File: src/epd_out_pkg.sv
// Purpose: Shared constants for the display output pin and clock block.
// Assumes: 32-bit classic Wishbone register access, byte addressed.
// Notes: Offsets, field positions and most reset values live here; the segment registers reset to zero in the block.

package epd_out_pkg;

  // ****************************************************************
  // Register offsets
  // ****************************************************************
  localparam logic [7:0] REG_CTRL = 8'h00;
  localparam logic [7:0] REG_TIMING_CLK = 8'h04;
  localparam logic [7:0] REG_DOUBLER_CLK = 8'h08;
  localparam logic [7:0] REG_BOOSTER_CLK = 8'h0c;
  localparam logic [7:0] REG_POWER = 8'h10;
  localparam logic [7:0] REG_SEG_LOW = 8'h14;
  localparam logic [7:0] REG_SEG_HIGH = 8'h18;
  localparam logic [7:0] REG_WAVE_LEN = 8'h1c;
  localparam logic [7:0] REG_STATUS = 8'h20;

  // ****************************************************************
  // Field positions
  // ****************************************************************
  localparam int CTRL_ARR_LSB = 0;
  localparam int CTRL_DRIVE_EN = 2;
  localparam int CTRL_START = 3;
  localparam int CTRL_IRQ_EN = 4;
  localparam int CLK_SRC_LSB = 0;
  localparam int CLK_DIV_LSB = 2;
  localparam int CLK_DEBUG_RUN = 5;
  localparam int PWR_VE_ON = 0;
  localparam int PWR_DOUBLER_ON = 1;
  localparam int PWR_BOOSTER_ON = 2;
  localparam int PWR_HVD_ON = 3;
  localparam int PWR_REF_SEL = 4;
  localparam int SEG_HIGH_BP = 10;
  localparam int SEG_HIGH_TP = 11;
  localparam int STAT_DONE = 0;
  localparam int STAT_BUSY = 1;

  // ****************************************************************
  // Sizes and reset values
  // ****************************************************************
  localparam int NUM_SEG = 42;
  localparam int NUM_PINS = 44;
  localparam int SEG_LOW_W = 32;
  localparam int SEG_HIGH_W = 10;
  localparam int NUM_SRC = 4;
  localparam int DIV_CNT_W = 8;
  localparam logic [1:0] ARR_DIRECT = 2'h0;
  localparam logic [1:0] ARR_BP_FIRST = 2'h1;
  localparam logic [1:0] ARR_TP_FIRST = 2'h2;
  localparam logic [1:0] ARR_TP_BP_FIRST = 2'h3;
  localparam logic [4:0] CTRL_RESET = 5'h00;
  localparam logic [5:0] CLK_CFG_RESET = 6'h00;
  localparam logic [4:0] PWR_RESET = 5'h00;
  localparam logic [7:0] WAVE_LEN_RESET = 8'h00;
  localparam logic [31:0] READ_ZERO = 32'h0000_0000;

  typedef enum logic [1:0] {
    WAVE_IDLE = 2'b00,
    WAVE_TRIG = 2'b01,
    WAVE_RUN = 2'b10
  } wave_state_t;

endpackage

File: src/clk_tick_gen.sv
// Purpose: Selects one synchronised clock source and divides it down.
// Assumes: src_lvl_i is already synchronised to clk_i.
// Notes: While halt_i is high the divider holds, so the clock freezes.

`timescale 1ns/1ps
`default_nettype none

module clk_tick_gen
  import epd_out_pkg::*;
(
  input wire logic clk_i,
  input wire logic rst_i,
  input wire logic [NUM_SRC-1:0] src_lvl_i,
  input wire logic [1:0] source_sel_i,
  input wire logic [2:0] div_sel_i,
  input wire logic halt_i,
  output logic clk_o,
  output logic tick_o
);

  logic src_prev;
  logic [DIV_CNT_W-1:0] cnt;
  logic clk_prev;
  wire src_now = src_lvl_i[source_sel_i];
  wire src_rise = src_now & ~src_prev;
  wire div_lvl = cnt[div_sel_i];

  always_ff @(posedge clk_i) begin
    if (rst_i) begin
      src_prev <= 1'b0;
      cnt <= '0;
      clk_prev <= 1'b0;
    end else begin
      src_prev <= src_now;
      if (src_rise && !halt_i) begin // RULE14 RULE15
        cnt <= cnt + 1'b1;
      end
      clk_prev <= div_lvl;
    end
  end

  assign clk_o = div_lvl;
  assign tick_o = div_lvl & ~clk_prev;

endmodule

`default_nettype wire

File: src/epd_output_pin_assign_clock_ctrl.sv
// Purpose: Drive pin arrangement, external driver clock and trigger,
//          drive clock generation and supply path control.
// Assumes: Classic Wishbone slave, one aligned 32-bit word per register.
// Notes: Clock sources arrive from other domains and are synchronised.
//
// Decided for this implementation: register access over Wishbone and the placing of the registers.

`timescale 1ns/1ps
`default_nettype none

// Notes on behaviour
// RULE1: Forty-two segment pins plus back and top plane pins, each high or ground.
// RULE2: Arrangement 0: every logical output on its own physical pin.
// RULE3: Arrangement 1: back plane first, segments shift up one, seg41 on back pin.
// RULE4: Arrangement 2: top plane first, segments shift up, back plane on top pin.
// RULE5: Arrangement 3: top then back plane first, segments shift up two.
// RULE6: Drive, clock and trigger pins start undriven after reset.
// RULE7: A clock is driven out for an external panel driver.
// RULE8: A trigger pulse starts the external driver with our own sequence.
// RULE9: An interrupt is raised when waveform output has finished.
// RULE10: Software sets timing clock source and divider before use.
// RULE11: Software keeps the doubler clock between 8 and 32 kHz.
// RULE12: Software keeps the booster clock between 4 and 16 kHz.
// RULE13: Software clears oscillator sleep stop bits to run during sleep.
// RULE14: With debug run clear, each clock halts while the CPU debugs.
// RULE15: A halted clock resumes by itself when debug mode ends.
// RULE16: Register contents stay unchanged while clocks are halted.
// RULE17: With debug run set, the clock keeps running in debug mode.
// RULE18: Regulator, doubler, booster and high regulator switch on separately.
// RULE19: Reference select picks low level via doubler or doubled level direct.
// RULE20: Software clears the done flag by writing one before enabling it.
module epd_output_pin_assign_clock_ctrl
  import epd_out_pkg::*;
(
  input wire logic clk_i,
  input wire logic rst_i,
  input wire logic cyc_i,
  input wire logic stb_i,
  input wire logic we_i,
  input wire logic [7:0] adr_i,
  input wire logic [3:0] sel_i,
  input wire logic [31:0] dat_i,
  output logic [31:0] dat_o,
  output logic ack_o,
  input wire logic [NUM_SRC-1:0] src_clk_i,
  input wire logic debug_mode_i,
  output logic [NUM_SEG-1:0] phys_seg_pin_o,
  output logic [NUM_SEG-1:0] phys_seg_pin_oe_o,
  output logic phys_backplane_pin_o,
  output logic phys_backplane_pin_oe_o,
  output logic phys_topplane_pin_o,
  output logic phys_topplane_pin_oe_o,
  output logic ext_driver_clk_out_o,
  output logic ext_driver_clk_out_oe_o,
  output logic ext_driver_trig_out_o,
  output logic ext_driver_trig_out_oe_o,
  output logic display_timing_clk_o,
  output logic doubler_clk_o,
  output logic booster_clk_o,
  output logic ve_reg_on_o,
  output logic doubler_on_o,
  output logic booster_on_o,
  output logic hvd_reg_on_o,
  output logic boost_reference_sel_o,
  output logic update_irq_o
);

  // ****************************************************************
  // Helper functions
  // ****************************************************************
  function automatic logic [31:0] merge_bytes(input logic [31:0] old_v,
                                             input logic [31:0] new_v,
                                             input logic [3:0] sel);
    logic [31:0] res;
    res = old_v;
    for (int b = 0; b < 4; b++) begin
      if (sel[b]) begin
        res[b*8 +: 8] = new_v[b*8 +: 8];
      end
    end
    return res;
  endfunction

  // Returns {top pin, back pin, segment pins}.
  function automatic logic [NUM_PINS-1:0] map_pins(input logic [1:0] arr,
                                     input logic [NUM_SEG-1:0] seg,
                                     input logic bp,
                                     input logic tp);
    logic [NUM_PINS-1:0] res;
    res = {tp, bp, seg};
    case (arr)
      ARR_DIRECT: res = {tp, bp, seg}; // RULE2
      ARR_BP_FIRST: res = {tp, seg[NUM_SEG-1], seg[NUM_SEG-2:0], bp}; // RULE3
      ARR_TP_FIRST: res = {bp, seg[NUM_SEG-1], seg[NUM_SEG-2:0], tp}; // RULE4
      ARR_TP_BP_FIRST: res = {seg[NUM_SEG-1], seg[NUM_SEG-2],
                              seg[NUM_SEG-3:0], bp, tp}; // RULE5
      default: res = {tp, bp, seg};
    endcase
    return res;
  endfunction

  // ****************************************************************
  // Registers
  // ****************************************************************
  logic [4:0] ctrl;
  logic [5:0] timing_clk_cfg;
  logic [5:0] doubler_clk_cfg;
  logic [5:0] booster_clk_cfg;
  logic [4:0] power;
  logic [SEG_LOW_W-1:0] seg_low;
  logic [SEG_HIGH_W+1:0] seg_high;
  logic [7:0] wave_len;
  logic update_done_flag;
  wave_state_t state;
  wave_state_t next_state;
  logic [7:0] wave_cnt;
  logic [NUM_SRC-1:0] src_meta;
  logic [NUM_SRC-1:0] src_sync;
  logic [NUM_PINS-1:0] pin_level;
  logic trig_level;

  // ****************************************************************
  // Bus decode
  // ****************************************************************
  wire bus_req = cyc_i & stb_i & ~ack_o;
  wire wr = bus_req & we_i;
  wire hit_ctrl = (adr_i == REG_CTRL);
  wire hit_tim = (adr_i == REG_TIMING_CLK);
  wire hit_dbl = (adr_i == REG_DOUBLER_CLK);
  wire hit_bst = (adr_i == REG_BOOSTER_CLK);
  wire hit_pwr = (adr_i == REG_POWER);
  wire hit_seg_low = (adr_i == REG_SEG_LOW);
  wire hit_seg_high = (adr_i == REG_SEG_HIGH);
  wire hit_wave = (adr_i == REG_WAVE_LEN);
  wire hit_stat = (adr_i == REG_STATUS);
  wire [31:0] wdata_ctrl = merge_bytes({27'h0, ctrl}, dat_i, sel_i);
  wire [31:0] wdata_tim = merge_bytes({26'h0, timing_clk_cfg}, dat_i, sel_i);
  wire [31:0] wdata_dbl = merge_bytes({26'h0, doubler_clk_cfg}, dat_i, sel_i);
  wire [31:0] wdata_bst = merge_bytes({26'h0, booster_clk_cfg}, dat_i, sel_i);
  wire [31:0] wdata_pwr = merge_bytes({27'h0, power}, dat_i, sel_i);
  wire [31:0] wdata_seg_low = merge_bytes(seg_low, dat_i, sel_i);
  wire [31:0] wdata_seg_high = merge_bytes({20'h0, seg_high}, dat_i, sel_i);
  wire [31:0] wdata_wave = merge_bytes({24'h0, wave_len}, dat_i, sel_i);
  wire start_req = wr & hit_ctrl & sel_i[0] & dat_i[CTRL_START];
  wire done_clear = wr & hit_stat & sel_i[0] & dat_i[STAT_DONE];
  wire busy = (state != WAVE_IDLE);

  logic [31:0] rdata;
  always_comb begin
    rdata = READ_ZERO;
    if (hit_ctrl) begin
      rdata = {27'h0, 1'b0 | ctrl[CTRL_IRQ_EN], 1'b0, ctrl[2:0]};
    end else if (hit_tim) begin
      rdata = {26'h0, timing_clk_cfg};
    end else if (hit_dbl) begin
      rdata = {26'h0, doubler_clk_cfg};
    end else if (hit_bst) begin
      rdata = {26'h0, booster_clk_cfg};
    end else if (hit_pwr) begin
      rdata = {27'h0, power};
    end else if (hit_seg_low) begin
      rdata = seg_low;
    end else if (hit_seg_high) begin
      rdata = {20'h0, seg_high};
    end else if (hit_wave) begin
      rdata = {24'h0, wave_len};
    end else if (hit_stat) begin
      rdata = {30'h0, busy, update_done_flag};
    end
  end

  // Unmapped addresses are acknowledged, read zero and ignore writes.
  always_ff @(posedge clk_i) begin
    if (rst_i) begin
      ack_o <= 1'b0;
      dat_o <= READ_ZERO;
    end else begin
      ack_o <= bus_req;
      if (bus_req && !we_i) begin
        dat_o <= rdata;
      end
    end
  end

  // ****************************************************************
  // Configuration registers
  // ****************************************************************
  // Nothing here depends on the drive clocks, so a debug halt of those
  // clocks leaves every stored value as it was.
  always_ff @(posedge clk_i) begin
    if (rst_i) begin
      ctrl <= CTRL_RESET; // RULE6
      timing_clk_cfg <= CLK_CFG_RESET;
      doubler_clk_cfg <= CLK_CFG_RESET;
      booster_clk_cfg <= CLK_CFG_RESET;
      power <= PWR_RESET;
      seg_low <= '0;
      seg_high <= '0;
      wave_len <= WAVE_LEN_RESET;
    end else if (wr) begin // RULE16
      if (hit_ctrl) begin
        ctrl <= {wdata_ctrl[CTRL_IRQ_EN], 1'b0, wdata_ctrl[2:0]};
      end
      if (hit_tim) begin
        timing_clk_cfg <= wdata_tim[5:0];
      end
      if (hit_dbl) begin
        doubler_clk_cfg <= wdata_dbl[5:0];
      end
      if (hit_bst) begin
        booster_clk_cfg <= wdata_bst[5:0];
      end
      if (hit_pwr) begin
        power <= wdata_pwr[4:0]; // RULE18
      end
      if (hit_seg_low) begin
        seg_low <= wdata_seg_low;
      end
      if (hit_seg_high) begin
        seg_high <= wdata_seg_high[SEG_HIGH_W+1:0];
      end
      if (hit_wave) begin
        wave_len <= wdata_wave[7:0];
      end
    end
  end

  // ****************************************************************
  // Clock sources and dividers
  // ****************************************************************
  always_ff @(posedge clk_i) begin
    if (rst_i) begin
      src_meta <= '0;
      src_sync <= '0;
    end else begin
      src_meta <= src_clk_i;
      src_sync <= src_meta;
    end
  end

  // Each clock halts in debug unless its own debug run bit is set.
  wire tim_halt = debug_mode_i & ~timing_clk_cfg[CLK_DEBUG_RUN]; // RULE17
  wire dbl_halt = debug_mode_i & ~doubler_clk_cfg[CLK_DEBUG_RUN]; // RULE17
  wire bst_halt = debug_mode_i & ~booster_clk_cfg[CLK_DEBUG_RUN]; // RULE17
  logic tim_clk;
  logic tim_tick;
  logic dbl_clk;
  logic bst_clk;

  clk_tick_gen timing_gen (
    .clk_i(clk_i),
    .rst_i(rst_i),
    .src_lvl_i(src_sync),
    .source_sel_i(timing_clk_cfg[CLK_SRC_LSB +: 2]),
    .div_sel_i(timing_clk_cfg[CLK_DIV_LSB +: 3]),
    .halt_i(tim_halt), // RULE14
    .clk_o(tim_clk),
    .tick_o(tim_tick)
  );

  clk_tick_gen doubler_gen (
    .clk_i(clk_i),
    .rst_i(rst_i),
    .src_lvl_i(src_sync),
    .source_sel_i(doubler_clk_cfg[CLK_SRC_LSB +: 2]),
    .div_sel_i(doubler_clk_cfg[CLK_DIV_LSB +: 3]),
    .halt_i(dbl_halt), // RULE14
    .clk_o(dbl_clk),
    .tick_o()
  );

  clk_tick_gen booster_gen (
    .clk_i(clk_i),
    .rst_i(rst_i),
    .src_lvl_i(src_sync),
    .source_sel_i(booster_clk_cfg[CLK_SRC_LSB +: 2]),
    .div_sel_i(booster_clk_cfg[CLK_DIV_LSB +: 3]),
    .halt_i(bst_halt), // RULE14
    .clk_o(bst_clk),
    .tick_o()
  );

  // ****************************************************************
  // Waveform sequencer
  // ****************************************************************
  // After the start request the sequence only advances on timing ticks,
  // so a debug halt pauses it and it carries on from the same point afterwards.
  always_comb begin
    next_state = state;
    case (state)
      WAVE_IDLE: begin
        if (start_req) begin
          next_state = WAVE_TRIG;
        end
      end
      WAVE_TRIG: begin
        if (tim_tick) begin
          next_state = WAVE_RUN;
        end
      end
      WAVE_RUN: begin
        if (tim_tick && wave_cnt == wave_len) begin
          next_state = WAVE_IDLE;
        end
      end
      default: next_state = WAVE_IDLE;
    endcase
  end

  wire wave_end = (state == WAVE_RUN) && (next_state == WAVE_IDLE);

  always_ff @(posedge clk_i) begin
    if (rst_i) begin
      state <= WAVE_IDLE;
      wave_cnt <= '0;
      update_done_flag <= 1'b0;
    end else begin
      state <= next_state; // RULE15
      if (state != WAVE_RUN) begin
        wave_cnt <= '0;
      end else if (tim_tick) begin
        wave_cnt <= wave_cnt + 1'b1;
      end
      if (wave_end) begin
        update_done_flag <= 1'b1; // RULE9
      end else if (done_clear) begin
        update_done_flag <= 1'b0; // RULE20
      end
    end
  end

  // ****************************************************************
  // Pin outputs
  // ****************************************************************
  wire [NUM_SEG-1:0] logical_seg = {seg_high[SEG_HIGH_W-1:0], seg_low};
  wire [NUM_PINS-1:0] next_pin_level = map_pins(ctrl[CTRL_ARR_LSB +: 2],
      logical_seg, seg_high[SEG_HIGH_BP], seg_high[SEG_HIGH_TP]);
  wire drive_en = ctrl[CTRL_DRIVE_EN];

  always_ff @(posedge clk_i) begin
    if (rst_i) begin
      pin_level <= '0;
      trig_level <= 1'b0;
    end else begin
      pin_level <= next_pin_level; // RULE1
      trig_level <= (next_state == WAVE_TRIG); // RULE8
    end
  end

  assign phys_seg_pin_o = pin_level[NUM_SEG-1:0];
  assign phys_backplane_pin_o = pin_level[NUM_SEG];
  assign phys_topplane_pin_o = pin_level[NUM_SEG+1];
  assign phys_seg_pin_oe_o = {NUM_SEG{drive_en}}; // RULE6
  assign phys_backplane_pin_oe_o = drive_en; // RULE6
  assign phys_topplane_pin_oe_o = drive_en; // RULE6
  assign ext_driver_clk_out_o = tim_clk & drive_en; // RULE7
  assign ext_driver_clk_out_oe_o = drive_en; // RULE6
  assign ext_driver_trig_out_o = trig_level; // RULE8
  assign ext_driver_trig_out_oe_o = drive_en; // RULE6
  assign display_timing_clk_o = tim_clk;
  assign doubler_clk_o = dbl_clk & power[PWR_DOUBLER_ON];
  assign booster_clk_o = bst_clk & power[PWR_BOOSTER_ON];
  assign ve_reg_on_o = power[PWR_VE_ON]; // RULE18
  assign doubler_on_o = power[PWR_DOUBLER_ON]; // RULE18
  assign booster_on_o = power[PWR_BOOSTER_ON]; // RULE18
  assign hvd_reg_on_o = power[PWR_HVD_ON]; // RULE18
  assign boost_reference_sel_o = power[PWR_REF_SEL]; // RULE19
  assign update_irq_o = update_done_flag & ctrl[CTRL_IRQ_EN]; // RULE9

endmodule

`default_nettype wire

File: config.mk
export PLATFORM = sky130hd
export DESIGN_NAME = epd_output_pin_assign_clock_ctrl
export DESIGN_NICKNAME = d
export VERILOG_FILES = /design/src/epd_out_pkg.sv /design/src/clk_tick_gen.sv /design/src/epd_output_pin_assign_clock_ctrl.sv
export SDC_FILE = /design/constraint.sdc
export NUM_CORES = 1
export LEC_CHECK = 0
export ABC_AREA = 1
export ABC_CLOCK_PERIOD_IN_PS = 4900
export BUFFER_PORTS_ARGS = -buffer_cell sky130_fd_sc_hd__buf_2
export CAP_MARGIN = 20
export CORE_ASPECT_RATIO = 0.9
export CORE_MARGIN = 3
export CORE_UTILIZATION = 35
export CTS_CLUSTER_SIZE = 20
export DETAILED_ROUTE_END_ITERATION = 16
export MAX_ROUTING_LAYER = met4
export SYNTH_ARGS = -nofsm -noshare
export SYNTH_HDL_FRONTEND = slang
export SYNTH_SLANG_ARGS = --single-unit
File: constraint.sdc
create_clock -name clk_i -period 4.9 [get_ports clk_i]
set_input_delay 0.245 -clock clk_i [delete_from_list [all_inputs] [get_ports clk_i]]
set_output_delay 0.245 -clock clk_i [all_outputs]
set_load 0.005 [all_outputs]
# After elaboration in Yosys (flattened, before gate mapping)
# Cells that the tools add are included.
[totals]
register_bits = 204
inputBits = 54
out_inout_bits = 134
elab_cells = 139
[op_classes]
add_sub_neg = 4
order_cmp = 6
n_eq_ne = 16
n_mux = 28
bitwise_logic = 28
reduce_logical = 29
[ops]
columns = ["cell", "count"]
rows = [
  ["two-way mux 32 bit", 6],
  ["one-hot mux 44 bit (4 select lines)", 1],
  ["AND reduction 3 bit", 12],
  ["adder 8 x 1 -> 8 bit, second input constant", 4],
  ["equality test 8 x 5 -> 1 bit, second input constant", 4],
  ["AND 1 bit", 20],
  ["equality test 8 x 4 -> 1 bit, second input constant", 2],
  ["< comparator 3 x 4 -> 1 bit, second input constant", 3],
  ["two-way mux 12 bit", 1],
  ["binary-select mux 1 bit (select 3 bit)", 3],
  ["< comparator 2 x 3 -> 1 bit, second input constant", 3],
  ["equality test 8 x 3 -> 1 bit, second input constant", 1],
  ["equality test 8 x 6 -> 1 bit, second input constant", 1],
  ["equality test 8 bit", 1],
  ["logical NOT 8 bit", 1],
  ["two-way mux 1 bit", 8],
  ["two-way mux 2 bit", 4],
  ["two-way mux 8 bit", 1],
  ["NOT 1 bit", 8],
  ["binary-select mux 1 bit (select 2 bit)", 3],
  ["equality test 2 x 1 -> 1 bit, second input constant", 3],
  ["equality test 2 bit, second input constant", 3],
  ["logical AND 1 bit", 6],
  ["logical NOT 2 bit", 3],
  ["other kinds (5)", 9],
]

# Logic depth before layout (Yosys ltp)
[depth]
depth_word = 11
ltp_mapped = 13
ltp_nobuf = 13

# By module
# From an unflattened synthesis, not the netlist that was laid out.
[unflattened]
cells_unflattened = 1276
area_unflattened_um2 = 9411.5
[by_module_without_submodules]
columns = ["mod", "instances", "cells_per_inst", "area_each_um2", "seq_area_each_um2"]
rows = [
  ["epd_output_pin_assign_clock_ctrl", 1, 988, 7564.8, 3523.4],
  ["clk_tick_gen", 3, 96, 615.6, 200.2],
]

# Worst setup path before layout
# OpenSTA, ideal clock, no wires.
[synth_timing]
path_kind = "flip-flop to output port"
startpoint = "register ctrl[2]"
endpoint = "output ext_driver_clk_out_o"
arrival_ps = 1370
required_time_ps = 4655
slack_ps = 3285
path_stages_with_launch = 3
path_buffers = 0
cell_sequence = "dfxtp_1 > inv_1 > nor2_1"
[synth_between]
elab_chain_cells = 1
[synth_lines]
columns = ["item", "line", "rtl"]
rows = [
  ["start: declaration", "epd_output_pin_assign_clock_ctrl.sv:105", "logic [4:0] ctrl;"],
  ["start signal: assignment", "epd_output_pin_assign_clock_ctrl.sv:202", "ctrl <= {wdata_ctrl[CTRL_IRQ_EN], 1'b0, wdata_ctrl[2:0]};"],
  ["AND 1 bit", "epd_output_pin_assign_clock_ctrl.sv:356", "assign ext_driver_clk_out_o = tim_clk & drive_en;"],
  ["end: declaration", "epd_output_pin_assign_clock_ctrl.sv:53", "output logic ext_driver_clk_out_o,"],
]
# No other way between the ends.

# Worst setup path in the final report
[layout_timing]
startpoint = "register ack_o"
endpoint = "register dat_o[2]"
[layout_between]
elab_chain_cells = 3
[layout_lines]
columns = ["item", "line", "rtl"]
rows = [
  ["start: declaration", "epd_output_pin_assign_clock_ctrl.sv:44", "output logic ack_o,"],
  ["start signal: assignment", "epd_output_pin_assign_clock_ctrl.sv:178", "ack_o <= bus_req;"],
  ["NOT 1 bit", "epd_output_pin_assign_clock_ctrl.sv:125", "wire bus_req = cyc_i & stb_i & ~ack_o;"],
  ["AND 1 bit", "epd_output_pin_assign_clock_ctrl.sv:125", ""],
  ["logical AND 1 bit", "epd_output_pin_assign_clock_ctrl.sv:179", "if (bus_req && !we_i) begin"],
  ["end signal: assignment", "epd_output_pin_assign_clock_ctrl.sv:180", "dat_o <= rdata;"],
  ["end: declaration", "epd_output_pin_assign_clock_ctrl.sv:43", "output logic [31:0] dat_o,"],
]
# No other way between the ends.
# A chain may end at the register's enable or synchronous reset.

==> results.toml <==
[outcome]
outcome = "complete, no violations"

[worst_setup_path]
crit_chain = "nor2_2 > nand2_1 > buf_4 > inv_1 > o21ai_0 > nor2_1 > nor2_1"
cp_data_required_time_ns = 5.28
crit_path_frequent_cell = "sky130_fd_sc_hd__nor2_1"
cp_data_arrival_time_ns = 2.49
worstSetupEndpointType = "register"
critical_path.max_stage_delay_ns = 0.75
worst-setup-path-type = "reg -> reg"
worst-path-buf-inv = 2
critPathMaxFanout = 33
critPathTopFamily = "buffers and inverters"
crit_path_top_delay_cell = "sky130_fd_sc_hd__inv_1"
cp-start-kind = "register"

[final_layout]
postLayoutCellArea_mm2 = 0.0110
layout.cells.non_filler = 1753
layout_commonest_cell = "sky130_fd_sc_hd__dfxtp_1"
area_growth_pct = 18.3
layout-drive-gt1-share_pct = 19.4
n_antenna_cell = 0
fin_nets = 1454
layout.cells.most_common_list = "sky130_fd_sc_hd__dfxtp_1, sky130_fd_sc_hd__nand2_1, sky130_fd_sc_hd__buf_2"

[power_and_ir_drop]
leakagePower_nw = 4.83
totalPowerFinal_mw = 3.45
cellPowerDensity_mw_per_mm2 = 315
peakVddDrop_uv = 203

[sta]
finalSetupViolations = 0
unrepaired_setup_endpoints_after_global_routing = "false"
setup_tns_ns = 0
hold_violations = 0
worst_pin_slew_ns = 0.958
final.min_clock_period_ns = 2.11
fmaxAchievable_mhz = 474
timing.slew.headroom_pct = 36.1
clock-skew-final_ns = 0.0123
final_max_slew_viol_count = 0
period_share_pct = 43.1

[global_route]
grt_max_degree = 108
grt_resource_usage_total_pct = 18.1
grt_remaining_overflow = 0
number_of_global_route_vias_before_repair = 7743
grt_pass1_wl_um = 41100
grt_antenna_before_repair = 0

[detailed_routing]
first_pass_iters = 5
drc = 0
route.antenna.remaining_nets = 0
routed_wire_length_per_instance_um = 14.8
drt_iter0_markers = 614
drt-total-wl_um = 25900
via_per_inst = 4.91
route.vias.total = 8601

[yosys]
synthesis.nets = 1326
ys_async_sr_fraction_pct = 0
postSynthCellCount = 1268
synth.yosys.seq_area_share_pct = 44.1
synth-seq-cells = 204
synth_edf_count = 0
synth_area_mm2 = 0.00926
synth_flop_cell = "sky130_fd_sc_hd__dfxtp_1"
synth_warnings = 0
synthDistinctLibCells = 42
postSynthAreaPerCell_um2 = 7.30

[clocking]
cts_max_path_buffers = 3
postCtsHoldBufs = 14
worst_skew_pair_later_pin_latency_ns = 0.50
cts_sinks = 204
clk_pin_slew_worst_paths_ns = 0.06
cts_inserted_buffers = 22
post_cts_resize_count = 0
htree_levels = 1
post_cts.repair.setup_buffers = 0
root_buffer = "sky130_fd_sc_hd__clkbuf_16"
cts_tree = "done"

[placement]
dpl_cell_area_mm2 = 0.0101
place_congestion = 0.874
dp.cells = 1698
post-dp-hpwl_um = 18400
portBuffers = 187

[floorplanning]
design.core.area_mm2 = 0.0256
io-pin-count = 188
floorplan.initialDensity_pct = 36.2
die_area_mm2 = 0.0284
die_w_um = 177
die_height_um = 160
placement_rows = 55

[run]
cap_viol_max_count = 0

[min_path]
worst_hold_path_type = "in -> reg"
## logic make-up (layout without fill, tap and decap cells)
family,count (synthesis),after routing,share of synthesized area (%)
adder cells (fa/ha/maj),4,4,0.541
XOR/XNOR,14,14,1.32
buffers and inverters,235,378,12.0
flip-flops,204,204,44.1
AND/OR/NAND/NOR,442,442,20.9
AO/OA/AOI/OAI,369,369,21.1
## sequential cells by signal (all words and copies together), names as in the netlist, 2 cells and up
| signal | flops |
|---|---|
| power | 5 |
| booster_clk_cfg | 6 |
| wave_cnt | 8 |
| pin_level | 44 |
| state | 2 |
| doubler_clk_cfg | 6 |
| doubler_gen.cnt | 8 |
| src_sync | 4 |
| src_meta | 4 |
| seg_high | 12 |
| ctrl | 4 |
| timing_gen.cnt | 8 |
| dat_o | 32 |
| timing_clk_cfg | 6 |
| booster_gen.cnt | 8 |
| seg_low | 32 |
| wave_len | 8 |
## Yosys cell counts, types with 13 or more instances
cell / count / area [um2]
sky130_fd_sc_hd__a21oi_1: 155 / 776
sky130_fd_sc_hd__buf_4: 48 / 360
sky130_fd_sc_hd__clkbuf_1: 39 / 146
sky130_fd_sc_hd__dfxtp_1: 204 / 4080
sky130_fd_sc_hd__inv_1: 125 / 469
sky130_fd_sc_hd__nand2_1: 197 / 739
sky130_fd_sc_hd__nand3_1: 64 / 320
sky130_fd_sc_hd__nand4_1: 13 / 81.3
sky130_fd_sc_hd__nor2_1: 125 / 469
sky130_fd_sc_hd__nor3_1: 16 / 80.1
sky130_fd_sc_hd__o21ai_0: 181 / 906
sky130_fd_sc_hd__xnor2_1: 14 / 123
## power by group
| part | total, mW | switching (mW) | internal [mW] |
|---|---|---|---|
| clock | 1.64 | 0.676 | 0.967 |
| sequential | 1.67 | 0.00546 | 1.67 |
| combinational | 0.131 | 0.0862 | 0.0444 |
| total | 3.45 | 0.768 | 2.68 |
## area by class of cell
class,count,area [um2]
fill,2665,14600
sequential,204,4080
timing repair buffer,207,1170
clock inverter,10,77.6
tap,342,428
multi-input combinational,829,4060
clock buffer,29,638
inverter,132,500
## worst register-to-register path, delay by kind of cell (launching register included)
family / cells / cell delay [ns]
DFF: 1 / 0.32
buffers and inverters: 2 / 1.01
and+or+nand+nor: 4 / 0.46
AOI/OAI and AO/OA: 1 / 0.21
## worst paths after layout
| check | startpoint | endpoint | slack [ns] | cells after the start |
|---|---|---|---|---|
| max | ack_o | dat_o[2] | 2.79 | 7 |
| min | dat_i[27] | seg_low[27] | 0.01 | 3 |
| max reg2reg | ack_o | dat_o[2] | 2.79 | 7 |
| min reg2reg | src_meta[1] | src_sync[1] | 0.40 | 2 |
## metrics by stage
step | util, % | hold WS (ns) | setup slack (ns)
after global routing | 42.8 | 0.00925 | 2.53
after global placement | 39.3 | 0.392 | 2.72
after floorplan | - | 0.352 | 3.28
final | 42.8 | 0.0145 | 2.79
after detailed placement | 39.3 | 0.394 | 2.73
after CTS | 42.6 | 0.000658 | 2.40
## layer usage
layer  up-vias  GRT usage [%]  wire (um)
met3        34           2.43       1550
li1       4377              -          -
met2       237           27.6      11500
met5         -              -          0
met4         0           4.00        501
met1      3953           25.7      12300
(Power assumes the default switching activity.)
